$ cat src/verilog/dsfc_pkg.sv
package dsfc_pkg;
    // ------------------------------------------------------------
    // bus geometry and register offsets
    // ------------------------------------------------------------
    localparam int APB_AW = 8;
    localparam int APB_DW = 32;
    localparam int WORD_W = 16;
    localparam logic [7:0] OFF_SFC = 8'h00;
    localparam logic [7:0] OFF_MODE = 8'h04;
    localparam logic [7:0] OFF_ECNT = 8'h08;
    localparam logic [7:0] OFF_GFR = 8'h0C;
    localparam logic [7:0] OFF_SRC = 8'h10;
    localparam logic [7:0] OFF_DST = 8'h14;
    localparam logic [7:0] OFF_CTRL = 8'h18;
    localparam logic [7:0] OFF_STAT = 8'h1C;

    // ------------------------------------------------------------
    // field positions, masks and reset values
    // ------------------------------------------------------------
    localparam int SYN_HI = 15;
    localparam int SYN_LO = 12;
    localparam int DOUBLE_WORD_ENABLE_BIT = 11;
    localparam int FC_HI = 7;
    localparam int AUTOINIT_BIT = 15;
    localparam int SIND_HI = 10;
    localparam int SIND_LO = 8;
    localparam int DMS_HI = 7;
    localparam int DMS_LO = 6;
    localparam int DIND_HI = 4;
    localparam int DIND_LO = 2;
    localparam int DMD_HI = 1;
    localparam int DMD_LO = 0;
    localparam logic [15:0] SFC_WMASK = 16'hF8FF;
    localparam logic [15:0] MODE_WMASK = 16'hF7DF;
    localparam logic [15:0] REG_RST = 16'h0000;

    // ------------------------------------------------------------
    // sync codes, index modes, event vector slots
    // ------------------------------------------------------------
    localparam logic [3:0] SYN_NONE = 4'h0;
    localparam logic [3:0] SYN_P0RX = 4'h1;
    localparam logic [3:0] SYN_P0TX = 4'h2;
    localparam logic [3:0] SYN_P1RX = 4'h5;
    localparam logic [3:0] SYN_P1TX = 4'h6;
    localparam logic [3:0] SYN_FIFORX = 4'h7;
    localparam logic [3:0] SYN_FIFOTX = 4'h8;
    localparam logic [3:0] SYN_TMR0 = 4'hD;
    localparam logic [3:0] SYN_XINT3 = 4'hE;
    localparam logic [3:0] SYN_TMR1 = 4'hF;
    localparam logic [2:0] IDX_NONE = 3'h0;
    localparam logic [2:0] IDX_DEC = 3'h2;
    localparam int EV_N = 9;
    localparam int EV_P0RX = 0;
    localparam int EV_P0TX = 1;
    localparam int EV_P1RX = 2;
    localparam int EV_P1TX = 3;
    localparam int EV_TMR0 = 4;
    localparam int EV_XINT3 = 5;
    localparam int EV_TMR1 = 6;
    localparam int EV_FIFORX = 7;
    localparam int EV_FIFOTX = 8;
endpackage

$ cat src/verilog/dsfc_sync_if.sv
`timescale 1ns/1ps
// sync selection handshake between channel engine and selector
interface dsfc_sync_if;
    logic [3:0] code;
    logic take;
    logic pend;
    modport ctrl (output code, output take, input pend);
    modport sel (input code, input take, output pend);
endinterface

$ cat src/verilog/dsfc_sync_sel.sv
`timescale 1ns/1ps
module dsfc_sync_sel
#(
    parameter bit FIFO_VARIANT = 1'b0
)
(
    input wire logic clk,
    input wire logic rst_b,
    input wire logic ce,
    input wire logic [dsfc_pkg::EV_N-1:0] evts,
    dsfc_sync_if.sel s
);
    import dsfc_pkg::*;

    logic evt;
    logic valid;
    logic pend_q;
    logic [3:0] code_q;

    // ------------------------------------------------------------
    // code to event mapping
    // ------------------------------------------------------------
    // reserved codes give no event at all, so the channel stalls
    always_comb
    begin
        evt = 1'b0;
        valid = 1'b1;
        case (s.code)
            SYN_P0RX: evt = evts[EV_P0RX];
            SYN_P0TX: evt = evts[EV_P0TX];
            SYN_P1RX: evt = evts[EV_P1RX];
            SYN_P1TX: evt = evts[EV_P1TX];
            SYN_FIFORX: evt = FIFO_VARIANT & evts[EV_FIFORX];
            SYN_FIFOTX: evt = FIFO_VARIANT & evts[EV_FIFOTX];
            SYN_TMR0: evt = !FIFO_VARIANT & evts[EV_TMR0];
            SYN_XINT3: evt = !FIFO_VARIANT & evts[EV_XINT3];
            SYN_TMR1: evt = !FIFO_VARIANT & evts[EV_TMR1];
            default: valid = 1'b0;
        endcase
        if (s.code == SYN_NONE)
        begin
            valid = 1'b0;
        end
        if ((s.code == SYN_FIFORX || s.code == SYN_FIFOTX)
            && !FIFO_VARIANT)
        begin
            valid = 1'b0;
        end
        if (s.code >= SYN_TMR0 && FIFO_VARIANT)
        begin
            valid = 1'b0;
        end
    end

    // ------------------------------------------------------------
    // pending event latch
    // ------------------------------------------------------------
    // a new event in the take cycle survives; a code change drops
    // any stale event caught for the previous source
    always_ff @(posedge clk or negedge rst_b)
    begin
        if (!rst_b)
        begin
            pend_q <= 1'b0;
            code_q <= SYN_NONE;
        end
        else if (ce)
        begin
            code_q <= s.code;
            if (code_q != s.code)
            begin
                pend_q <= evt;
            end
            else
            begin
                pend_q <= evt | (pend_q & ~s.take);
            end
        end
    end

    assign s.pend = pend_q & valid;
endmodule

$ cat src/verilog/dsfc_chan.sv
// Our own choices: the APB slave port and the register offsets.
`timescale 1ns/1ps
// Function
// - a synchronized channel waits for its selected event per element
// - sync code zero runs transfers back to back without waiting
// - exactly one event per element; single word moves 16 bits
// - double word: one event moves 32 bits as two 16-bit accesses
// - 4-bit sync select field, one source, resets to zero
// - code map: port0 rx/tx, port1 rx/tx, timer0, ext int 3, timer1
// - fifo variant: codes 7 and 8 select fifo rx/tx, 9..15 reserved
// - a double word counts as one element, halves handled in hardware
// - double word works with every address index mode
// - second half address is first address with bit 0 inverted
// - double word enable bit, reset clear meaning single word
// - 8-bit frame count holds frames minus one, up to 256 frames
// - frame count resets to zero, one frame per block
// - frame count decrements at the end of each frame but the last of the block
// - after last frame with autoinit, reload frame count from global
// - block length is element count times frame count, max 65536 elements times 256 frames
// - cpu write to frame count beats the controller update
// - 16-bit transfer mode register configures the channel
// - sync/frame layout: select 15:12, dword 11, rsvd 10:8, count 7:0
// - element counter decrements, reloads from shadow at frame end
module dsfc_chan
#(
    parameter bit FIFO_VARIANT = 1'b0
)
(
    input wire logic MCLK,
    input wire logic RST_B,
    input wire logic CE,
    input wire logic PSEL,
    input wire logic PENABLE,
    input wire logic PWRITE,
    input wire logic [dsfc_pkg::APB_AW-1:0] PADDR,
    input wire logic [dsfc_pkg::APB_DW-1:0] PWDATA,
    output logic [dsfc_pkg::APB_DW-1:0] PRDATA,
    output logic PREADY,
    output logic PSLVERR,
    input wire logic PORT0_RX_EVT,
    input wire logic PORT0_TX_EVT,
    input wire logic PORT1_RX_EVT,
    input wire logic PORT1_TX_EVT,
    input wire logic TIMER0_EVT,
    input wire logic EXT_EXTERNAL_INTERRUPT_THREE_EVT,
    input wire logic TIMER1_EVT,
    input wire logic FIFO_RX_EVT,
    input wire logic FIFO_TX_EVT,
    input wire logic [dsfc_pkg::WORD_W-1:0] MEM_RDATA,
    output logic MEM_STB,
    output logic MEM_WE,
    output logic [dsfc_pkg::WORD_W-1:0] MEM_ADDR,
    output logic [1:0] MEM_SPACE,
    output logic [dsfc_pkg::WORD_W-1:0] MEM_WDATA,
    output logic BUSY
);
    import dsfc_pkg::*;

    typedef enum logic [1:0] {S_IDLE, S_WAIT, S_RD, S_WR} dsfc_state_e;

    dsfc_state_e st_q;
    logic [15:0] sfc_q;
    logic [15:0] mode_q;
    logic [15:0] shadow_q;
    logic [15:0] cnt_q;
    logic [15:0] gfr_q;
    logic [15:0] src_q;
    logic [15:0] dst_q;
    logic half_q;
    logic done_q;
    logic pready_q;
    logic pslverr_q;
    logic [31:0] prdata_q;
    logic [31:0] rd_d;
    logic hit;
    logic acc;
    logic wr_en;
    logic go;
    logic elem_done;
    logic frame_end;
    logic blk_end;
    logic autoinit;
    logic double_word_enable;
    logic start;
    logic stop;
    logic [EV_N-1:0] evts;

    dsfc_sync_if sync ();

    // ------------------------------------------------------------
    // apb slave
    // ------------------------------------------------------------
    // no wait state: read data is registered in setup so that
    // every top output comes from a flop
    assign acc = PSEL & PENABLE & pready_q;
    assign wr_en = acc & PWRITE;

    always_comb
    begin
        hit = 1'b1;
        rd_d = 32'h0000_0000;
        case (PADDR)
            OFF_SFC: rd_d[15:0] = sfc_q;
            OFF_MODE: rd_d[15:0] = mode_q;
            OFF_ECNT: rd_d[15:0] = cnt_q;
            OFF_GFR: rd_d[15:0] = gfr_q;
            OFF_SRC: rd_d[15:0] = src_q;
            OFF_DST: rd_d[15:0] = dst_q;
            OFF_CTRL: rd_d[0] = BUSY;
            OFF_STAT: rd_d[2:0] = {sync.pend, done_q, BUSY};
            default: hit = 1'b0;
        endcase
    end

    // setup phase captures read data and error, access completes
    always_ff @(posedge MCLK or negedge RST_B)
    begin
        if (!RST_B)
        begin
            pready_q <= 1'b0;
            pslverr_q <= 1'b0;
            prdata_q <= 32'h0000_0000;
        end
        else if (CE)
        begin
            pready_q <= PSEL & ~PENABLE;
            pslverr_q <= PSEL & ~PENABLE & ~hit;
            if (PSEL && !PENABLE && !PWRITE)
            begin
                prdata_q <= rd_d;
            end
        end
    end

    assign PREADY = pready_q;
    assign PSLVERR = pslverr_q;
    assign PRDATA = prdata_q;

    // ------------------------------------------------------------
    // control decode
    // ------------------------------------------------------------
    assign autoinit = mode_q[AUTOINIT_BIT];
    assign double_word_enable = sfc_q[DOUBLE_WORD_ENABLE_BIT];
    assign start = wr_en && PADDR == OFF_CTRL && PWDATA[0];
    assign stop = wr_en && PADDR == OFF_CTRL && !PWDATA[0];
    assign sync.code = sfc_q[SYN_HI:SYN_LO];
    // code zero needs no event; others wait for a pending event
    assign go = (sync.code == SYN_NONE) | sync.pend;
    assign sync.take = CE && st_q == S_WAIT && go
        && sync.code != SYN_NONE;
    // the element ends after its last write, one per dword
    assign elem_done = CE && st_q == S_WR && !(double_word_enable && !half_q);
    assign frame_end = elem_done && cnt_q == 16'h0000;
    assign blk_end = frame_end && sfc_q[FC_HI:0] == 8'h00;

    assign evts[EV_P0RX] = PORT0_RX_EVT;
    assign evts[EV_P0TX] = PORT0_TX_EVT;
    assign evts[EV_P1RX] = PORT1_RX_EVT;
    assign evts[EV_P1TX] = PORT1_TX_EVT;
    assign evts[EV_TMR0] = TIMER0_EVT;
    assign evts[EV_XINT3] = EXT_EXTERNAL_INTERRUPT_THREE_EVT;
    assign evts[EV_TMR1] = TIMER1_EVT;
    assign evts[EV_FIFORX] = FIFO_RX_EVT;
    assign evts[EV_FIFOTX] = FIFO_TX_EVT;

    dsfc_sync_sel #(.FIFO_VARIANT(FIFO_VARIANT)) u_sel
    (
        .clk(MCLK),
        .rst_b(RST_B),
        .ce(CE),
        .evts(evts),
        .s(sync.sel)
    );

    // ------------------------------------------------------------
    // sync/frame and mode registers
    // ------------------------------------------------------------
    // cpu write has priority over the frame countdown and reload
    always_ff @(posedge MCLK or negedge RST_B)
    begin
        if (!RST_B)
        begin
            sfc_q <= REG_RST;
            mode_q <= REG_RST;
            gfr_q <= REG_RST;
        end
        else if (CE)
        begin
            if (wr_en && PADDR == OFF_MODE)
            begin
                mode_q <= PWDATA[15:0] & MODE_WMASK;
            end
            if (wr_en && PADDR == OFF_GFR)
            begin
                gfr_q <= PWDATA[15:0];
            end
            if (wr_en && PADDR == OFF_SFC)
            begin
                sfc_q <= PWDATA[15:0] & SFC_WMASK;
            end
            else if (blk_end && autoinit)
            begin
                sfc_q[FC_HI:0] <= gfr_q[FC_HI:0];
            end
            else if (frame_end && !blk_end)
            begin
                sfc_q[FC_HI:0] <= sfc_q[FC_HI:0] - 8'h01;
            end
        end
    end

    // ------------------------------------------------------------
    // element counter with shadow
    // ------------------------------------------------------------
    always_ff @(posedge MCLK or negedge RST_B)
    begin
        if (!RST_B)
        begin
            shadow_q <= REG_RST;
            cnt_q <= REG_RST;
        end
        else if (CE)
        begin
            if (wr_en && PADDR == OFF_ECNT)
            begin
                shadow_q <= PWDATA[15:0];
                cnt_q <= PWDATA[15:0];
            end
            else if (frame_end)
            begin
                cnt_q <= shadow_q;
            end
            else if (elem_done)
            begin
                cnt_q <= cnt_q - 16'h0001;
            end
        end
    end

    // ------------------------------------------------------------
    // address post-modification
    // ------------------------------------------------------------
    // steps by two in dword mode so the next pair is not overlapped;
    // index-register modes step like plain increment here
    function automatic logic [15:0] step(input logic [15:0] a,
                                         input logic [2:0] m,
                                         input logic dw);
        logic [15:0] d;
        d = dw ? 16'h0002 : 16'h0001;
        if (m == IDX_NONE)
        begin
            step = a;
        end
        else if (m == IDX_DEC)
        begin
            step = a - d;
        end
        else
        begin
            step = a + d;
        end
    endfunction

    always_ff @(posedge MCLK or negedge RST_B)
    begin
        if (!RST_B)
        begin
            src_q <= REG_RST;
            dst_q <= REG_RST;
        end
        else if (CE)
        begin
            if (wr_en && PADDR == OFF_SRC)
            begin
                src_q <= PWDATA[15:0];
            end
            else if (elem_done)
            begin
                src_q <= step(src_q, mode_q[SIND_HI:SIND_LO], double_word_enable);
            end
            if (wr_en && PADDR == OFF_DST)
            begin
                dst_q <= PWDATA[15:0];
            end
            else if (elem_done)
            begin
                dst_q <= step(dst_q, mode_q[DIND_HI:DIND_LO], double_word_enable);
            end
        end
    end

    // ------------------------------------------------------------
    // transfer sequencer
    // ------------------------------------------------------------
    // each half is a read strobe then a write strobe one cycle apart
    always_ff @(posedge MCLK or negedge RST_B)
    begin
        if (!RST_B)
        begin
            st_q <= S_IDLE;
            half_q <= 1'b0;
            done_q <= 1'b0;
            BUSY <= 1'b0;
            MEM_STB <= 1'b0;
            MEM_WE <= 1'b0;
            MEM_ADDR <= REG_RST;
            MEM_SPACE <= 2'h0;
            MEM_WDATA <= REG_RST;
        end
        else if (CE)
        begin
            if (blk_end)
            begin
                done_q <= 1'b1;
            end
            else if (start)
            begin
                done_q <= 1'b0;
            end
            if (stop)
            begin
                st_q <= S_IDLE; // abort drops any half-done element
                half_q <= 1'b0;
                BUSY <= 1'b0;
                MEM_STB <= 1'b0;
                MEM_WE <= 1'b0;
            end
            else
            begin
                unique case (st_q)
                    S_IDLE:
                    begin
                        if (start)
                        begin
                            st_q <= S_WAIT;
                            BUSY <= 1'b1;
                        end
                    end
                    S_WAIT:
                    begin
                        if (go)
                        begin
                            st_q <= S_RD;
                            MEM_STB <= 1'b1;
                            MEM_WE <= 1'b0;
                            MEM_ADDR <= src_q;
                            MEM_SPACE <= mode_q[DMS_HI:DMS_LO];
                        end
                    end
                    S_RD:
                    begin
                        st_q <= S_WR;
                        MEM_WE <= 1'b1;
                        MEM_ADDR <= {dst_q[15:1], dst_q[0] ^ half_q};
                        MEM_SPACE <= mode_q[DMD_HI:DMD_LO];
                        MEM_WDATA <= MEM_RDATA;
                    end
                    S_WR:
                    begin
                        if (double_word_enable && !half_q)
                        begin
                            st_q <= S_RD;
                            half_q <= 1'b1;
                            MEM_WE <= 1'b0;
                            MEM_ADDR <= {src_q[15:1], ~src_q[0]};
                            MEM_SPACE <= mode_q[DMS_HI:DMS_LO];
                        end
                        else
                        begin
                            half_q <= 1'b0;
                            MEM_STB <= 1'b0;
                            MEM_WE <= 1'b0;
                            if (blk_end && !autoinit)
                            begin
                                st_q <= S_IDLE;
                                BUSY <= 1'b0;
                            end
                            else
                            begin
                                st_q <= S_WAIT;
                            end
                        end
                    end
                endcase
            end
        end
    end
endmodule

$ cat config.mk
export PLATFORM = sky130hd
export DESIGN_NAME = dsfc_chan
export DESIGN_NICKNAME = d
export VERILOG_FILES = /design/src/verilog/dsfc_pkg.sv /design/src/verilog/dsfc_sync_if.sv /design/src/verilog/dsfc_sync_sel.sv /design/src/verilog/dsfc_chan.sv
export SDC_FILE = /design/constraint.sdc
export NUM_CORES = 1
export LEC_CHECK = 0
export ABC_CLOCK_PERIOD_IN_PS = 6690
export BUFFER_PORTS_ARGS = -buffer_cell sky130_fd_sc_hd__buf_2
export CAP_MARGIN = 20
export CORE_AREA = 2 2 190 192
export CTS_CLUSTER_DIAMETER = 200
export DETAILED_ROUTE_END_ITERATION = 12
export DIE_AREA = 0 0 192 194
export PLACE_DENSITY = 0.45
export SLEW_MARGIN = 40
export SYNTH_ARGS = -nofsm -noshare
export SYNTH_HDL_FRONTEND = slang
export SYNTH_SLANG_ARGS = --single-unit
$ cat constraint.sdc
create_clock -name MCLK -period 6.69 [get_ports MCLK]
set_input_delay 1.338 -clock MCLK [delete_from_list [all_inputs] [get_ports MCLK]]
set_output_delay 1.338 -clock MCLK [all_outputs]
set_load 0.01 [all_outputs]
==> flow_summary.toml <==
[status]
outcome = "finished clean"

[route]
via_per_inst = 5.27
finalWirelength_mm = 33.0
ant_nets = 0
post-route-drc-count = 0
vias = 8641
drt_iter0_drc = 731
drt-pass1-iter-count = 5
wire_per_inst_um = 20.1

[critical_path]
crit_chain = "buf_2 > or4_1 > nor2_4 > nand2_1 > o21ai_2 > mux2_2 > a31oi_1"
cp_slowest_stage_delay_ns = 0.75
cp_top_family = "simple AND/OR/NAND/NOR gates"
cp-end-kind = "flop"
start_kind = "input pin"
reg2regPathDepth = 11
criticalPathCategory = "in -> reg"
critPathMaxFanout = 16
crit_cells = 7
cp_num_buf_inv = 1
critical_path_arrival_ns = 3.95
cp.required_ns = 7.04
crit_slowest_cell = "or4_1"

[clock_network]
clock_latency_ns = 0.46
tritoncts = "done"
hold_buffers = 0
clockBufferDepth = 2
cts_sinks = 171
postCtsSetupBuffers = 0
cts_root_buf = "clkbuf_16"
cts_made_buffers = 17
ctsResizeCount = 0
cts_max_level = 4
path_clk_slew_ns = 0.06

[synthesis]
postSynthCellCount = 1083
ys_top_cells_by_area = "dfrtp_1 (41%), mux2_2 (6.6%), nand2_1 (4.2%)"
synth_top_area_share_pct = 41.0
synth-main-ff-cell = "dfrtp_1"
yosysUniqueCellTypes = 79
yosys_warnings = 0
synth_top_cell_by_area = "dfrtp_1"
ys_seq_area_share_pct = 41.0
ys_seq_elements = 171
synth_edf_count = 0
synthArstFlopShare_pct = 100
syn_area_um2 = 10400
avgSynthCellArea_um2 = 9.65

[global_routing]
grt.total_usage_pct = 18.2
antenna_found_initial = 0
grt_max_degree = 74
globalRouteOverflowTotal = 0
grt_pass1_wl_mm = 51.4
first_global_vias = 8313

[sta]
period_minus_slack_ns = 3.60
setup_tns_ns = 0
max_freq_mhz = 278
slew_headroom_pct = 45.6
report.final.hold_viol_count = 0
clock_skew_ns = 0.0170
worst_pin_slew_ns = 0.809
drv_slew = 0
rsz0062_at_grt = "no"
finalSetupViolations = 0
min_period_over_period_pct = 53.8
setup_ws_ns = 3.09

[floorplanning]
die_h_um = 194
initial_core_util_pct = 29.7
num_rows = 69
num_io_pins = 142
die_width_um = 192
core_area_um2 = 35200
die_area_um2 = 37200

[layout]
fin_area_um2 = 12000
diodes = 0
drive_gt1_share_pct = 21.6
syn_to_final_growth_pct = 14.7
layout_common_cells = "dfrtp_1 (171), nand2_1 (117), buf_2 (106)"
nets = 1274
layout_commonest_cell = "dfrtp_1"

[placed_design]
hpwl_mm = 24.1
numPortBuffers = 107
place_ws_ns = 2.66
dpl-instance-area_um2 = 11400
gp_congestion = 0.839

[hold_path]
min_path_type = "reg -> reg"
holdPathStages = 2

[run]
drv_cap = 0

[power]
power_density_nw_per_um2 = 247
ir_drop_mv = 0.191
power_leakage_uw = 0.00555
[routing by layer]
metal | wire length (um) | global-route usage (%)
met2 | 14900 | 28.1
met5 | 0 | 0
met1 | 16000 | 26.0
met3 | 1480 | 2.64
met4 | 682 | 5.71
[flip-flops by register name (all words and copies together) (netlist names), 2 cells and up]
register and count:
MEM_ADDR 16, MEM_WDATA 16, PRDATA 16, cnt_q 16, dst_q 16, gfr_q 16
shadow_q 16, src_q 16, mode_q 14, sfc_q 13, u_sel.code_q 4, MEM_SPACE 2
st_q 2
[kinds of logic (layout without fill, tap and decap cells)]
family          Yosys count  after routing  share of synthesized area [%]
simple gates            316            316                           15.4
compound gates          309            309                           19.3
flops                   171            171                           41.0
mux                     111            111                           11.9
buf+inv                 103            185                           4.99
xor+xnor                 37             37                           3.10
fa+ha+maj                35             35                           4.34
other cells               1             16                         0.0359
[through the flow]
stage	hold WS, ns	utilization (%)	total power [uW]	cells
2_1_floorplan	0.451	-	1720	1098
3_3_place_gp	0.458	32.1	1940	1606
3_5_place_dp	0.464	32.2	1960	1608
4_1_cts	0.483	33.9	3000	1639
5_1_grt	0.490	34.0	3140	1641
6_report	0.473	34.0	2960	1641
[report_power, final]
part	internal (uW)	total, uW	switching, uW
clock network	556	1030	471
logic	285	637	353
registers	1150	1290	146
total	1990	2960	969
[cell type report]
cell class	count	area, um^2
tap	461	577
sequential	171	4280
clock inverter	14	159
multi-input combinational	824	5730
clock buffer	17	425
fill	3659	23200
timing repair buffer	125	707
inverter	29	109
[path summary, 6_finish.rpt]
kind | startpoint | end | slack, ns
max | PADDR[4] | sfc_q[1] | 3.09
min | PRDATA[1] | PRDATA[1] | 0.47
max reg2reg | mode_q[8] | src_q[14] | 3.31
min reg2reg | PRDATA[1] | PRDATA[1] | 0.47
max in group asynchronous | RST_B | sfc_q[2] | 4.78
min in group asynchronous | RST_B | st_q[1] | 0.84
[Yosys cell counts, types with 9 or more instances]
| cell | instances |
|---|---|
| nand2b_1 | 9 |
| nand4_1 | 10 |
| xnor2_1 | 23 |
| buf_4 | 21 |
| nand2_1 | 117 |
| a22oi_1 | 27 |
| inv_1 | 28 |
| nor2_1 | 72 |
| xor2_1 | 14 |
| mux2_2 | 61 |
| mux2i_1 | 37 |
| nand3_1 | 22 |
| o21ai_0 | 74 |
| nor3_1 | 19 |
| o211ai_1 | 16 |
| dfrtp_1 | 171 |
| a31oi_1 | 29 |
| a21o_1 | 23 |
| mux2_4 | 10 |
| ha_1 | 33 |
| o31ai_1 | 10 |
| a21oi_1 | 57 |
| clkbuf_1 | 21 |
| buf_2 | 26 |
[tightest hold or removal path, cell delays in order (launching register included)]
cell	delay (ns)
dfrtp_1	0.34
nand2_1	0.04
o21ai_0	0.06
No activity file was read; power rests on OpenSTA's default activity.
